==> config.mk <==
export PLATFORM = sky130hd
export DESIGN_NAME = bsdr_boundary_scan
export DESIGN_NICKNAME = d
export VERILOG_FILES = /design/src/rtl/bsdr_boundary_scan.v
export VERILOG_INCLUDE_DIRS = /design/src /design/src/rtl
export SDC_FILE = /design/constraint.sdc
export NUM_CORES = 1
export LEC_CHECK = 0
export ABC_AREA = 1
export BUFFER_PORTS_ARGS = -buffer_cell sky130_fd_sc_hd__buf_4
export CORE_AREA = 2 2 143 250
export DETAILED_ROUTE_END_ITERATION = 16
export DIE_AREA = 0 0 145 252
export PLACE_DENSITY = 0.69
export SYNTH_ARGS = -nofsm -noshare
export SYNTH_HDL_FRONTEND = slang
export SYNTH_SLANG_ARGS = --single-unit
==> constraint.sdc <==
create_clock -name clk_sys -period 2.3 [get_ports clk_sys]
set_clock_uncertainty 0.05 [all_clocks]
set_input_delay 0.46 -clock clk_sys [delete_from_list [all_inputs] [get_ports clk_sys]]
set_output_delay 0.46 -clock clk_sys [all_outputs]
set_load 0.005 [all_outputs]
==> src/rtl/bsdr_map.vh <==
/*
 Constants of the boundary-scan data register block: chain lengths, cell
 positions, instruction codes. Assumes it is included by bare name.
*/
`ifndef BSDR_MAP_VH
`define BSDR_MAP_VH

// ----------------------------------------------------------------------
// Chain geometry
// ----------------------------------------------------------------------
`define BSDR_LEN_FULL 126
`define BSDR_LEN_REDUCED 118
`define BSDR_NPINS 45
`define BSDR_NCAN 2
`define BSDR_NUPD 94

// ----------------------------------------------------------------------
// Cell positions
// ----------------------------------------------------------------------
`define BSDR_CELL_RST_EN 0
`define BSDR_CELL_RST_IN 1
`define BSDR_CELL_CAN_BASE 2
`define BSDR_CELL_XTAL 6
`define BSDR_CELL_PULLUP 7
`define BSDR_CELL_PORT_BASE 8

// ----------------------------------------------------------------------
// Instruction register
// ----------------------------------------------------------------------
`define BSDR_IR_W 16
`define BSDR_IR_EXTEST 16'h0000
`define BSDR_IR_SAMPLE 16'h0002
`define BSDR_IR_BYPASS 16'hffff
`define BSDR_IR_CAPTURE 16'h0001

`endif

==> src/rtl/bsdr_boundary_scan.v <==
/*
 Boundary-scan data register chain with its test access port controller.
 Assumes test pins, pin inputs, the crystal input and the variant strap are
 asynchronous to clk_sys and much slower than it (test clock at least
 four system clocks per half period).
*/
// Overview of operation
// - Chain is 126 bits, or 118 reduced.
// - Chain observes pins under EXTEST/SAMPLE, controls them under EXTEST only.
// - EXTEST performs capture and update of cells.
// - SAMPLE captures and loads the update stage, never drives pins.
// - Cell 0: reset-drive enable, captured and updated.
// - Cell 1 captures reset pin; update ignored.
// - Cells 2, 4: CAN pin output enables.
// - Cell 3: CAN receive pin data.
// - Cell 5: CAN transmit pin data.
// - Cell 6 captures crystal input; update unused.
// - Cell 7: weak pull-up enable.
// - Even cells 8-22: port 0 enables.
// - Odd cells 9-23: port 0 data.
// - Cells 24-39 serve port 1 alike.
// - Cells 40-55 serve port 2 alike.
// - Cells 56-71 serve port 3 alike.
// - Cells 72, 74, 76: port 4 enables.
// - Cells 73, 75, 77: port 4 data.
// - Even cells 78-92: port 5 enables.
// - Odd cells 79-93: port 5 data.
// - Chain reached only through four test pins.
`timescale 1ns/1ns
`include "bsdr_map.vh"

module bsdr_boundary_scan (
  // Clock and reset
  input wire clk_sys,
  input wire rst_b,
  // Test pins
  input wire tck_pin,
  input wire tms_pin,
  input wire tdi_pin,
  output reg tdo_pin,
  output reg tdo_oe_b,
  // Variant strap
  input wire variant_reduced,
  // Reset pin, open drain
  input wire rst_pin_in,
  output reg rst_pin_out,
  output reg rst_pin_oe_b,
  // Crystal input pin
  input wire crystal_input_pin,
  // CAN pins, bit 0 receive, bit 1 transmit
  input wire [1:0] can_pin_in,
  output wire [1:0] can_pin_out,
  output wire [1:0] can_pin_oe_b,
  // Port 0 to 3 pins
  input wire [7:0] port0_pin_in,
  output wire [7:0] port0_pin_out,
  output wire [7:0] port0_pin_oe_b,
  input wire [7:0] port1_pin_in,
  output wire [7:0] port1_pin_out,
  output wire [7:0] port1_pin_oe_b,
  input wire [7:0] port2_pin_in,
  output wire [7:0] port2_pin_out,
  output wire [7:0] port2_pin_oe_b,
  input wire [7:0] port3_pin_in,
  output wire [7:0] port3_pin_out,
  output wire [7:0] port3_pin_oe_b,
  // Port 4 pins 5 to 7 and port 5 pins
  input wire [2:0] port4_pin_in,
  output wire [2:0] port4_pin_out,
  output wire [2:0] port4_pin_oe_b,
  input wire [7:0] port5_pin_in,
  output wire [7:0] port5_pin_out,
  output wire [7:0] port5_pin_oe_b,
  // Weak pull-up enable to port pins
  output reg weak_pullup_en,
  // Core side, active high enables
  input wire core_rst_drive,
  input wire core_pullup_en,
  input wire [1:0] core_can_out,
  input wire [1:0] core_can_oe,
  input wire [7:0] core_port0_out,
  input wire [7:0] core_port0_oe,
  input wire [7:0] core_port1_out,
  input wire [7:0] core_port1_oe,
  input wire [7:0] core_port2_out,
  input wire [7:0] core_port2_oe,
  input wire [7:0] core_port3_out,
  input wire [7:0] core_port3_oe,
  input wire [2:0] core_port4_out,
  input wire [2:0] core_port4_oe,
  input wire [7:0] core_port5_out,
  input wire [7:0] core_port5_oe,
  // Test mode status to the core
  output reg extest_active
);

  // ----------------------------------------------------------------------
  // TAP states
  // ----------------------------------------------------------------------
  localparam [3:0] ST_TLR = 4'h0;
  localparam [3:0] ST_RTI = 4'h1;
  localparam [3:0] ST_SEL_DR = 4'h2;
  localparam [3:0] ST_CAP_DR = 4'h3;
  localparam [3:0] ST_SHF_DR = 4'h4;
  localparam [3:0] ST_EX1_DR = 4'h5;
  localparam [3:0] ST_PAU_DR = 4'h6;
  localparam [3:0] ST_EX2_DR = 4'h7;
  localparam [3:0] ST_UPD_DR = 4'h8;
  localparam [3:0] ST_SEL_IR = 4'h9;
  localparam [3:0] ST_CAP_IR = 4'ha;
  localparam [3:0] ST_SHF_IR = 4'hb;
  localparam [3:0] ST_EX1_IR = 4'hc;
  localparam [3:0] ST_PAU_IR = 4'hd;
  localparam [3:0] ST_EX2_IR = 4'he;
  localparam [3:0] ST_UPD_IR = 4'hf;

  localparam NP = `BSDR_NPINS;
  localparam LEN = `BSDR_LEN_FULL;
  localparam LENR = `BSDR_LEN_REDUCED;
  localparam NA = NP + 6;

  // Cell of a pin's output enable; its data cell follows it
  function integer cell_of;
    input integer j;
    begin
      if (j < `BSDR_NCAN) begin
        cell_of = `BSDR_CELL_CAN_BASE + 2 * j;
      end else begin
        cell_of = `BSDR_CELL_PORT_BASE + 2 * (j - `BSDR_NCAN);
      end
    end
  endfunction

  // ----------------------------------------------------------------------
  // Pin vectors, index 0 CAN receive up to 44 port 5 pin 7
  // ----------------------------------------------------------------------
  wire [NP-1:0] pin_in_a = {port5_pin_in, port4_pin_in, port3_pin_in, port2_pin_in,
                            port1_pin_in, port0_pin_in, can_pin_in};
  wire [NP-1:0] core_out = {core_port5_out, core_port4_out, core_port3_out,
                            core_port2_out, core_port1_out, core_port0_out, core_can_out};
  wire [NP-1:0] core_oe = {core_port5_oe, core_port4_oe, core_port3_oe,
                           core_port2_oe, core_port1_oe, core_port0_oe, core_can_oe};
  reg [NP-1:0] pin_out_q;
  reg [NP-1:0] pin_oe_b_q;

  assign {port5_pin_out, port4_pin_out, port3_pin_out, port2_pin_out,
          port1_pin_out, port0_pin_out, can_pin_out} = pin_out_q;
  assign {port5_pin_oe_b, port4_pin_oe_b, port3_pin_oe_b, port2_pin_oe_b,
          port1_pin_oe_b, port0_pin_oe_b, can_pin_oe_b} = pin_oe_b_q;

  // ----------------------------------------------------------------------
  // Input synchronisers
  // ----------------------------------------------------------------------
  // Test pins, pin inputs, reset pin, crystal input and strap all pass two flops
  wire [NA-1:0] async_in = {variant_reduced, crystal_input_pin, rst_pin_in, pin_in_a,
                            tdi_pin, tms_pin, tck_pin};
  reg [NA-1:0] sync1_q;
  reg [NA-1:0] sync2_q;
  reg tck_prev_q;

  always @(posedge clk_sys) begin
    if (!rst_b) begin
      sync1_q <= {NA{1'b0}};
      sync2_q <= {NA{1'b0}};
      tck_prev_q <= 1'b0;
    end else begin
      sync1_q <= async_in;
      sync2_q <= sync1_q;
      tck_prev_q <= sync2_q[0];
    end
  end

  wire tck_s = sync2_q[0];
  wire tms_s = sync2_q[1];
  wire tdi_s = sync2_q[2];
  wire [NP-1:0] pin_in_s = sync2_q[NP+2:3];
  wire rst_in_s = sync2_q[NP+3];
  wire xtal_s = sync2_q[NP+4];
  wire reduced_s = sync2_q[NP+5];
  wire tck_rise = tck_s & ~tck_prev_q;
  wire tck_fall = ~tck_s & tck_prev_q;

  // ----------------------------------------------------------------------
  // TAP controller
  // ----------------------------------------------------------------------
  reg [3:0] state_q;
  reg [3:0] state_d;

  always @* begin
    case (state_q)
      ST_TLR: state_d = tms_s ? ST_TLR : ST_RTI;
      ST_RTI: state_d = tms_s ? ST_SEL_DR : ST_RTI;
      ST_SEL_DR: state_d = tms_s ? ST_SEL_IR : ST_CAP_DR;
      ST_CAP_DR: state_d = tms_s ? ST_EX1_DR : ST_SHF_DR;
      ST_SHF_DR: state_d = tms_s ? ST_EX1_DR : ST_SHF_DR;
      ST_EX1_DR: state_d = tms_s ? ST_UPD_DR : ST_PAU_DR;
      ST_PAU_DR: state_d = tms_s ? ST_EX2_DR : ST_PAU_DR;
      ST_EX2_DR: state_d = tms_s ? ST_UPD_DR : ST_SHF_DR;
      ST_UPD_DR: state_d = tms_s ? ST_SEL_DR : ST_RTI;
      ST_SEL_IR: state_d = tms_s ? ST_TLR : ST_CAP_IR;
      ST_CAP_IR: state_d = tms_s ? ST_EX1_IR : ST_SHF_IR;
      ST_SHF_IR: state_d = tms_s ? ST_EX1_IR : ST_SHF_IR;
      ST_EX1_IR: state_d = tms_s ? ST_UPD_IR : ST_PAU_IR;
      ST_PAU_IR: state_d = tms_s ? ST_EX2_IR : ST_PAU_IR;
      ST_EX2_IR: state_d = tms_s ? ST_UPD_IR : ST_SHF_IR;
      default: state_d = tms_s ? ST_SEL_DR : ST_RTI;
    endcase
  end

  always @(posedge clk_sys) begin
    if (!rst_b) begin
      state_q <= ST_TLR;
    end else if (tck_rise) begin
      state_q <= state_d;
    end
  end

  // ----------------------------------------------------------------------
  // Instruction register
  // ----------------------------------------------------------------------
  reg [`BSDR_IR_W-1:0] ir_sr_q;
  reg [`BSDR_IR_W-1:0] ir_q;

  always @(posedge clk_sys) begin
    if (!rst_b) begin
      ir_sr_q <= `BSDR_IR_CAPTURE;
      ir_q <= `BSDR_IR_BYPASS;
    end else begin
      if (tck_rise && state_q == ST_CAP_IR) begin
        ir_sr_q <= `BSDR_IR_CAPTURE;
      end else if (tck_rise && state_q == ST_SHF_IR) begin
        ir_sr_q <= {tdi_s, ir_sr_q[`BSDR_IR_W-1:1]};
      end
      // Bypass after test reset keeps the pins with the core
      if (tck_fall && state_q == ST_TLR) begin
        ir_q <= `BSDR_IR_BYPASS;
      end else if (tck_fall && state_q == ST_UPD_IR) begin
        ir_q <= ir_sr_q;
      end
    end
  end

  wire sel_extest = (ir_q == `BSDR_IR_EXTEST);
  wire sel_bsr = sel_extest | (ir_q == `BSDR_IR_SAMPLE);

  // ----------------------------------------------------------------------
  // Capture vector
  // ----------------------------------------------------------------------
  wire [LEN-1:0] cap_vec;

  assign cap_vec[`BSDR_CELL_RST_EN] = core_rst_drive;
  assign cap_vec[`BSDR_CELL_RST_IN] = rst_in_s;
  assign cap_vec[`BSDR_CELL_XTAL] = xtal_s;
  assign cap_vec[`BSDR_CELL_PULLUP] = core_pullup_en;
  // Cells beyond the port 5 group are outside this block
  assign cap_vec[LEN-1:`BSDR_NUPD] = {(LEN - `BSDR_NUPD){1'b0}};

  genvar g;
  generate
    for (g = 0; g < NP; g = g + 1) begin : g_cap
      assign cap_vec[cell_of(g)] = core_oe[g];
      assign cap_vec[cell_of(g) + 1] = pin_in_s[g];
    end
  endgenerate

  // ----------------------------------------------------------------------
  // Boundary shift and update stages
  // ----------------------------------------------------------------------
  reg [LEN-1:0] bsr_q;
  reg [LEN-1:0] bsr_d;
  reg [`BSDR_NUPD-1:0] upd_q;
  reg byp_q;

  always @* begin
    bsr_d = {tdi_s, bsr_q[LEN-1:1]};
    // Short chain enters at its own top cell
    if (reduced_s) begin
      bsr_d[LEN-1:LENR] = {(LEN - LENR){1'b0}};
      bsr_d[LENR-1] = tdi_s;
    end
  end

  always @(posedge clk_sys) begin
    if (!rst_b) begin
      bsr_q <= {LEN{1'b0}};
      upd_q <= {`BSDR_NUPD{1'b0}};
      byp_q <= 1'b0;
    end else begin
      if (tck_rise && state_q == ST_CAP_DR) begin
        if (sel_bsr) begin
          bsr_q <= cap_vec;
        end
        byp_q <= 1'b0;
      end else if (tck_rise && state_q == ST_SHF_DR) begin
        if (sel_bsr) begin
          bsr_q <= bsr_d;
        end
        byp_q <= tdi_s;
      end
      // SAMPLE also presets the update stage; pins only see it in EXTEST
      if (tck_fall && state_q == ST_UPD_DR && sel_bsr) begin
        upd_q <= bsr_q[`BSDR_NUPD-1:0];
      end
    end
  end

  // ----------------------------------------------------------------------
  // Test data out, changes on the falling test clock
  // ----------------------------------------------------------------------
  always @(posedge clk_sys) begin
    if (!rst_b) begin
      tdo_pin <= 1'b0;
      tdo_oe_b <= 1'b1;
    end else if (tck_fall) begin
      if (state_q == ST_SHF_DR) begin
        tdo_pin <= sel_bsr ? bsr_q[0] : byp_q;
        tdo_oe_b <= 1'b0;
      end else if (state_q == ST_SHF_IR) begin
        tdo_pin <= ir_sr_q[0];
        tdo_oe_b <= 1'b0;
      end else begin
        tdo_oe_b <= 1'b1;
      end
    end
  end

  // ----------------------------------------------------------------------
  // Pin drive multiplexers
  // ----------------------------------------------------------------------
  // Registered for clean pin timing, at the cost of one clock of latency
  generate
    for (g = 0; g < NP; g = g + 1) begin : g_pin
      always @(posedge clk_sys) begin
        if (!rst_b) begin
          pin_out_q[g] <= 1'b0;
          pin_oe_b_q[g] <= 1'b1;
        end else if (sel_extest) begin
          pin_out_q[g] <= upd_q[cell_of(g) + 1];
          pin_oe_b_q[g] <= ~upd_q[cell_of(g)];
        end else begin
          pin_out_q[g] <= core_out[g];
          pin_oe_b_q[g] <= ~core_oe[g];
        end
      end
    end
  endgenerate

  always @(posedge clk_sys) begin
    if (!rst_b) begin
      rst_pin_out <= 1'b0;
      rst_pin_oe_b <= 1'b1;
      weak_pullup_en <= 1'b0;
      extest_active <= 1'b0;
    end else begin
      // Open drain: only ever pulls low
      rst_pin_out <= 1'b0;
      extest_active <= sel_extest;
      if (sel_extest) begin
        rst_pin_oe_b <= ~upd_q[`BSDR_CELL_RST_EN];
        weak_pullup_en <= upd_q[`BSDR_CELL_PULLUP];
      end else begin
        rst_pin_oe_b <= ~core_rst_drive;
        weak_pullup_en <= core_pullup_en;
      end
    end
  end

endmodule // bsdr_boundary_scan

==> summary by stage <==
Synthesis
The total number of yosys warnings is 0. Among all flip-flop cells after synthesis, the most frequent one is sky130_fd_sc_hd__dfxtp_1. The share of synthesized area occupied by flip-flops and latches is approximately 54%. The cell area that synthesis handed to floorplanning was about 0.017 mm².

The synthesized instance count is roughly 2300. The number of enable flip-flop cells after synthesis is 0. The average instance in the mapped netlist occupies approximately 7.4 µm². The net count of the mapped netlist is approximately 2400. The share of async-settable or async-resettable flops after synthesis is 0%.

Synthesis instantiated 28 different standard cells from the library. In this run, synthesis produced a sequential element count of roughly 450.

Setup path
For this run, the slowest stage of the critical path takes about 0.53 ns. The largest individual stage delay along the critical path comes from the cell sky130_fd_sc_hd__dfxtp_1. The largest fanout of any net on the critical path is about 180. STA classifies the critical path startpoint as a flip-flop. The worst setup path category is flip-flop to flip-flop.

STA puts the critical path data arrival time at between 2 and 2.5 ns. The buffering stage count on the worst path with inverters included is 1. Walking the worst path, the cells encountered are nand2_1 -> nor3_1 -> nand3_4 -> buf_12 -> o21ai_0 -> a21oi_1. STA classifies the critical path endpoint as a flip-flop. The endpoint identified for the worst register-to-register timing path is upd_q[78]$_SDFFE_PN0P_. The register-to-register setup slack is 0.19 ns.

Measured in cells, the most critical reg-to-reg path has a length of 6. The required time of the worst setup path is about 2.6 ns. The family of cells with the greatest summed delay on the critical path is simple AND/OR/NAND/NOR gates. The worst reg2reg path startpoint is state_q[3]$_SDFFE_PN0P_.

Min path
The class of the worst hold path is primary input to flip-flop. The hold path startpoint is can_pin_in[0]. The endpoint with the worst hold slack is sync1_q[3]$_SDFF_PN0_. The worst hold path passes through 3 cells.

Final layout
The repair_antennas step left the layout with diodes totalling 0. After filler insertion, the fill cell instance count of the layout stands at about 3200. The most common cell after layout, fill and taps aside is sky130_fd_sc_hd__dfxtp_1. After routing the design area is between 0.02 and 0.025 mm².

The number of nets in the layout is 2564. The area growth from synthesis to layout is 20.11%. The library cells used most frequently in the layout, excluding fill and tap cells, are 453 x sky130_fd_sc_hd__dfxtp_1, 378 x sky130_fd_sc_hd__o21ai_0, 366 x sky130_fd_sc_hd__nand2_1.

The post-route netlist has between 10% and 20% of its cells at a drive strength greater than 1.

Power and ir drop
The power density relative to cell area is between 700 and 800 mW/mm². The post-layout total power is 15.45 mW. The switching share of power is 20.95%. The clock network is responsible for about 43% of the overall power. The worst voltage drop across the vdd grid is ~570 µV. The portion of total power attributed to combinational logic is 5.2%. The leakage power total is 8.864 nW. The switching component of the power is about 3.2 mW. Internal power comes to about 12 mW. The share of total power in sequential cells is between 50% and 60%.

Global routing
The first global-routing pass estimated 62.79 mm of wire. Entering global routing, the biggest net connects roughly 190 pins. In the global route stage, overall resource usage came out at roughly a fifth. The global-route congestion overflow total is 0. The initial antenna violation count is 0. The number of global-route vias before repair came to roughly 13000.

Timing
Setup violations remaining at the end of the flow were counted as 0. The hold slack is a little under 0.05 ns. The fmax is around 0.47 GHz. The worst path needs between 2 and 2.5 ns of the cycle, external delays included. After routing, the total negative slack on setup checks comes to 0 ns. Setup repair after global routing left no endpoint under its margin. Across all setup checks in the final design, the least slack found is 0.1908 ns. The worst pin sits at a relative slew slack of 51.16%. The final max-slew violation count is 0.

The part of the cycle the worst path needs is ~90%. The transition at the pin with the smallest max-transition slack is 0.7327 ns. The final-report hold violation count was 0.

CTS
The buffer depth of the longest clock path is 3. The clock buffer count from CTS is 39. Clock-pin slew was measured on the worst setup and hold paths at 0.06 ns. TritonCTS built the clock tree. The post-CTS setup repair buffer count is 0. Clock tree synthesis selected as its root buffer the cell sky130_fd_sc_hd__clkbuf_16.

The clock drives 453 sinks. After clock tree synthesis, the flow added hold-fix buffers numbering 0. The post-cts sizing count is 0. For the worst-skew pair, the clock arrives at the later sink with an insertion delay of 0.54 ns.

The clock tree synthesis step divided the H-tree into 2 levels.

Die
The cell row count is 90. The die height is about 250 µm. The effective utilization at floorplan is 48.87%.

The core area is roughly 0.034 mm². The die covers approximately 0.037 mm². In this run the horizontal extent of the chip is between 100 and 150 µm. The I/O pin count is 241.

Routing
After the first detailed-routing iteration, the DRC count stood at 750. The via count is roughly 14000. The first detailed-routing pass ran for 5 iterations.

The final layout contains routed wiring with a total length of 38.54 mm. For this run, design rule violations remaining after detail routing come to 0. The number of vias per cell is 4.867. Once detail routing completed, the nets flagged for antenna violations numbered 0. The wire length per cell after detailed routing is 13.27 µm.

Place
The worst-case setup slack after placement is between 0.3 and 0.4 ns. The routability congestion estimate is 0.8154. The HPWL after detailed placement is around 25 mm. The standard cell area after detailed placement is about 0.019 mm². The port buffer count is between 200 and 250.

Status
The run finished with clean final reports.

Run
The number of max-capacitance violations reported is 0.
[kinds of logic after synthesis]
logic type | Yosys count | share of synthesized area (%)
and+or+nand+nor | 777 | 17.95
AOI/OAI and AO/OA | 563 | 17.02
buffers and inverters | 464 | 10.97
DFF | 453 | 54.03
other | 1 | 0.02234
[synth_stat cells (2+ instances only)]
library cell,n,area (µm²)
sky130_fd_sc_hd__buf_1,10,37.54
sky130_fd_sc_hd__nor2_1,365,1370
sky130_fd_sc_hd__nand3b_1,3,22.52
sky130_fd_sc_hd__nor3_1,2,10.01
sky130_fd_sc_hd__nand2_1,367,1378
sky130_fd_sc_hd__buf_4,12,90.09
sky130_fd_sc_hd__inv_2,5,18.77
sky130_fd_sc_hd__nand4_1,3,18.77
sky130_fd_sc_hd__nand3_1,30,150.1
sky130_fd_sc_hd__o211ai_1,10,75.07
sky130_fd_sc_hd__buf_2,24,120.1
sky130_fd_sc_hd__clkbuf_1,94,352.8
sky130_fd_sc_hd__buf_6,3,33.78
sky130_fd_sc_hd__clkbuf_2,2,10.01
sky130_fd_sc_hd__o21ai_0,378,1892
sky130_fd_sc_hd__o21ai_1,10,50.05
sky130_fd_sc_hd__dfxtp_1,453,9069
sky130_fd_sc_hd__nand2_2,3,18.77
sky130_fd_sc_hd__inv_1,313,1175
sky130_fd_sc_hd__a21oi_1,163,815.8
[worst reg2reg max path, delay by kind of cell, from the launching register on]
| kind | cells | cell delay, ns |
|---|---|---|
| simple gates | 3 | 0.61 |
| flops | 1 | 0.53 |
| compound gates | 2 | 0.51 |
| buf+inv | 1 | 0.27 |
[power groups by stage]
stage | Combinational (mW) | Clock, mW | Sequential, mW
detailed placement | 0.815 | 0 | 8.25
finish | 0.807 | 6.57 | 8.07
CTS | 0.818 | 6.74 | 8.07
global route | 0.906 | 7.04 | 8.08
floorplan | 0.358 | 0 | 8.24
global placement | 0.806 | 0 | 8.25
[per-stage QoR]
step | util [%] | cells
2_1_floorplan | - | 2258
3_3_place_gp | 54.98 | 2838
3_5_place_dp | 54.98 | 2838
4_1_cts | 58.70 | 2904
5_1_grt | 58.70 | 2904
6_report | 58.70 | 2904
[worst max path at each step]
stage | startpoint | slack (ns) | depth (start not counted) | end
floorplan | state_q[3]$_SDFFE_PN0P_ | 0.63 | 9 | bsr_q[10]$_SDFFE_PN0P_
global placement | ir_q[5]$_SDFFE_PP1P_ | 0.38 | 8 | upd_q[23]$_SDFFE_PN0P_
detailed placement | state_q[1]$_SDFFE_PN0P_ | 0.34 | 8 | bsr_q[97]$_SDFFE_PN0P_
CTS | state_q[3]$_SDFFE_PN0P_ | 0.30 | 6 | upd_q[78]$_SDFFE_PN0P_
global route | state_q[3]$_SDFFE_PN0P_ | 0.12 | 6 | upd_q[53]$_SDFFE_PN0P_
finish | state_q[3]$_SDFFE_PN0P_ | 0.19 | 6 | upd_q[78]$_SDFFE_PN0P_
[registers in the layout (all words and copies together) (netlist names), 16 cells and up]
name	cells
bsr_q	126
upd_q	92
sync1_q	51
sync2_q	51
ir_q	16
ir_sr_q	16
[area by class of cell]
class,count,area (µm²),area share [%]
multi-input combinational,1341,5893,29.23
timing repair buffer,265,2147,10.65
inverter,319,1197,5.940
tap,460,575.6,2.855
clock buffer,60,1197,5.940
clock inverter,6,80.08,0.3972
sequential,453,9069,44.99
[routing by layer]
layer  part of all wire [%]  global-route usage, %  wire (µm)
met4                    2.9                  7.270       1121
met1                     42                  24.44      16080
met5                      0                      0          0
met2                     51                  37.51      19660
met3                    4.4                  3.146       1682
(Power assumes the default switching activity.)
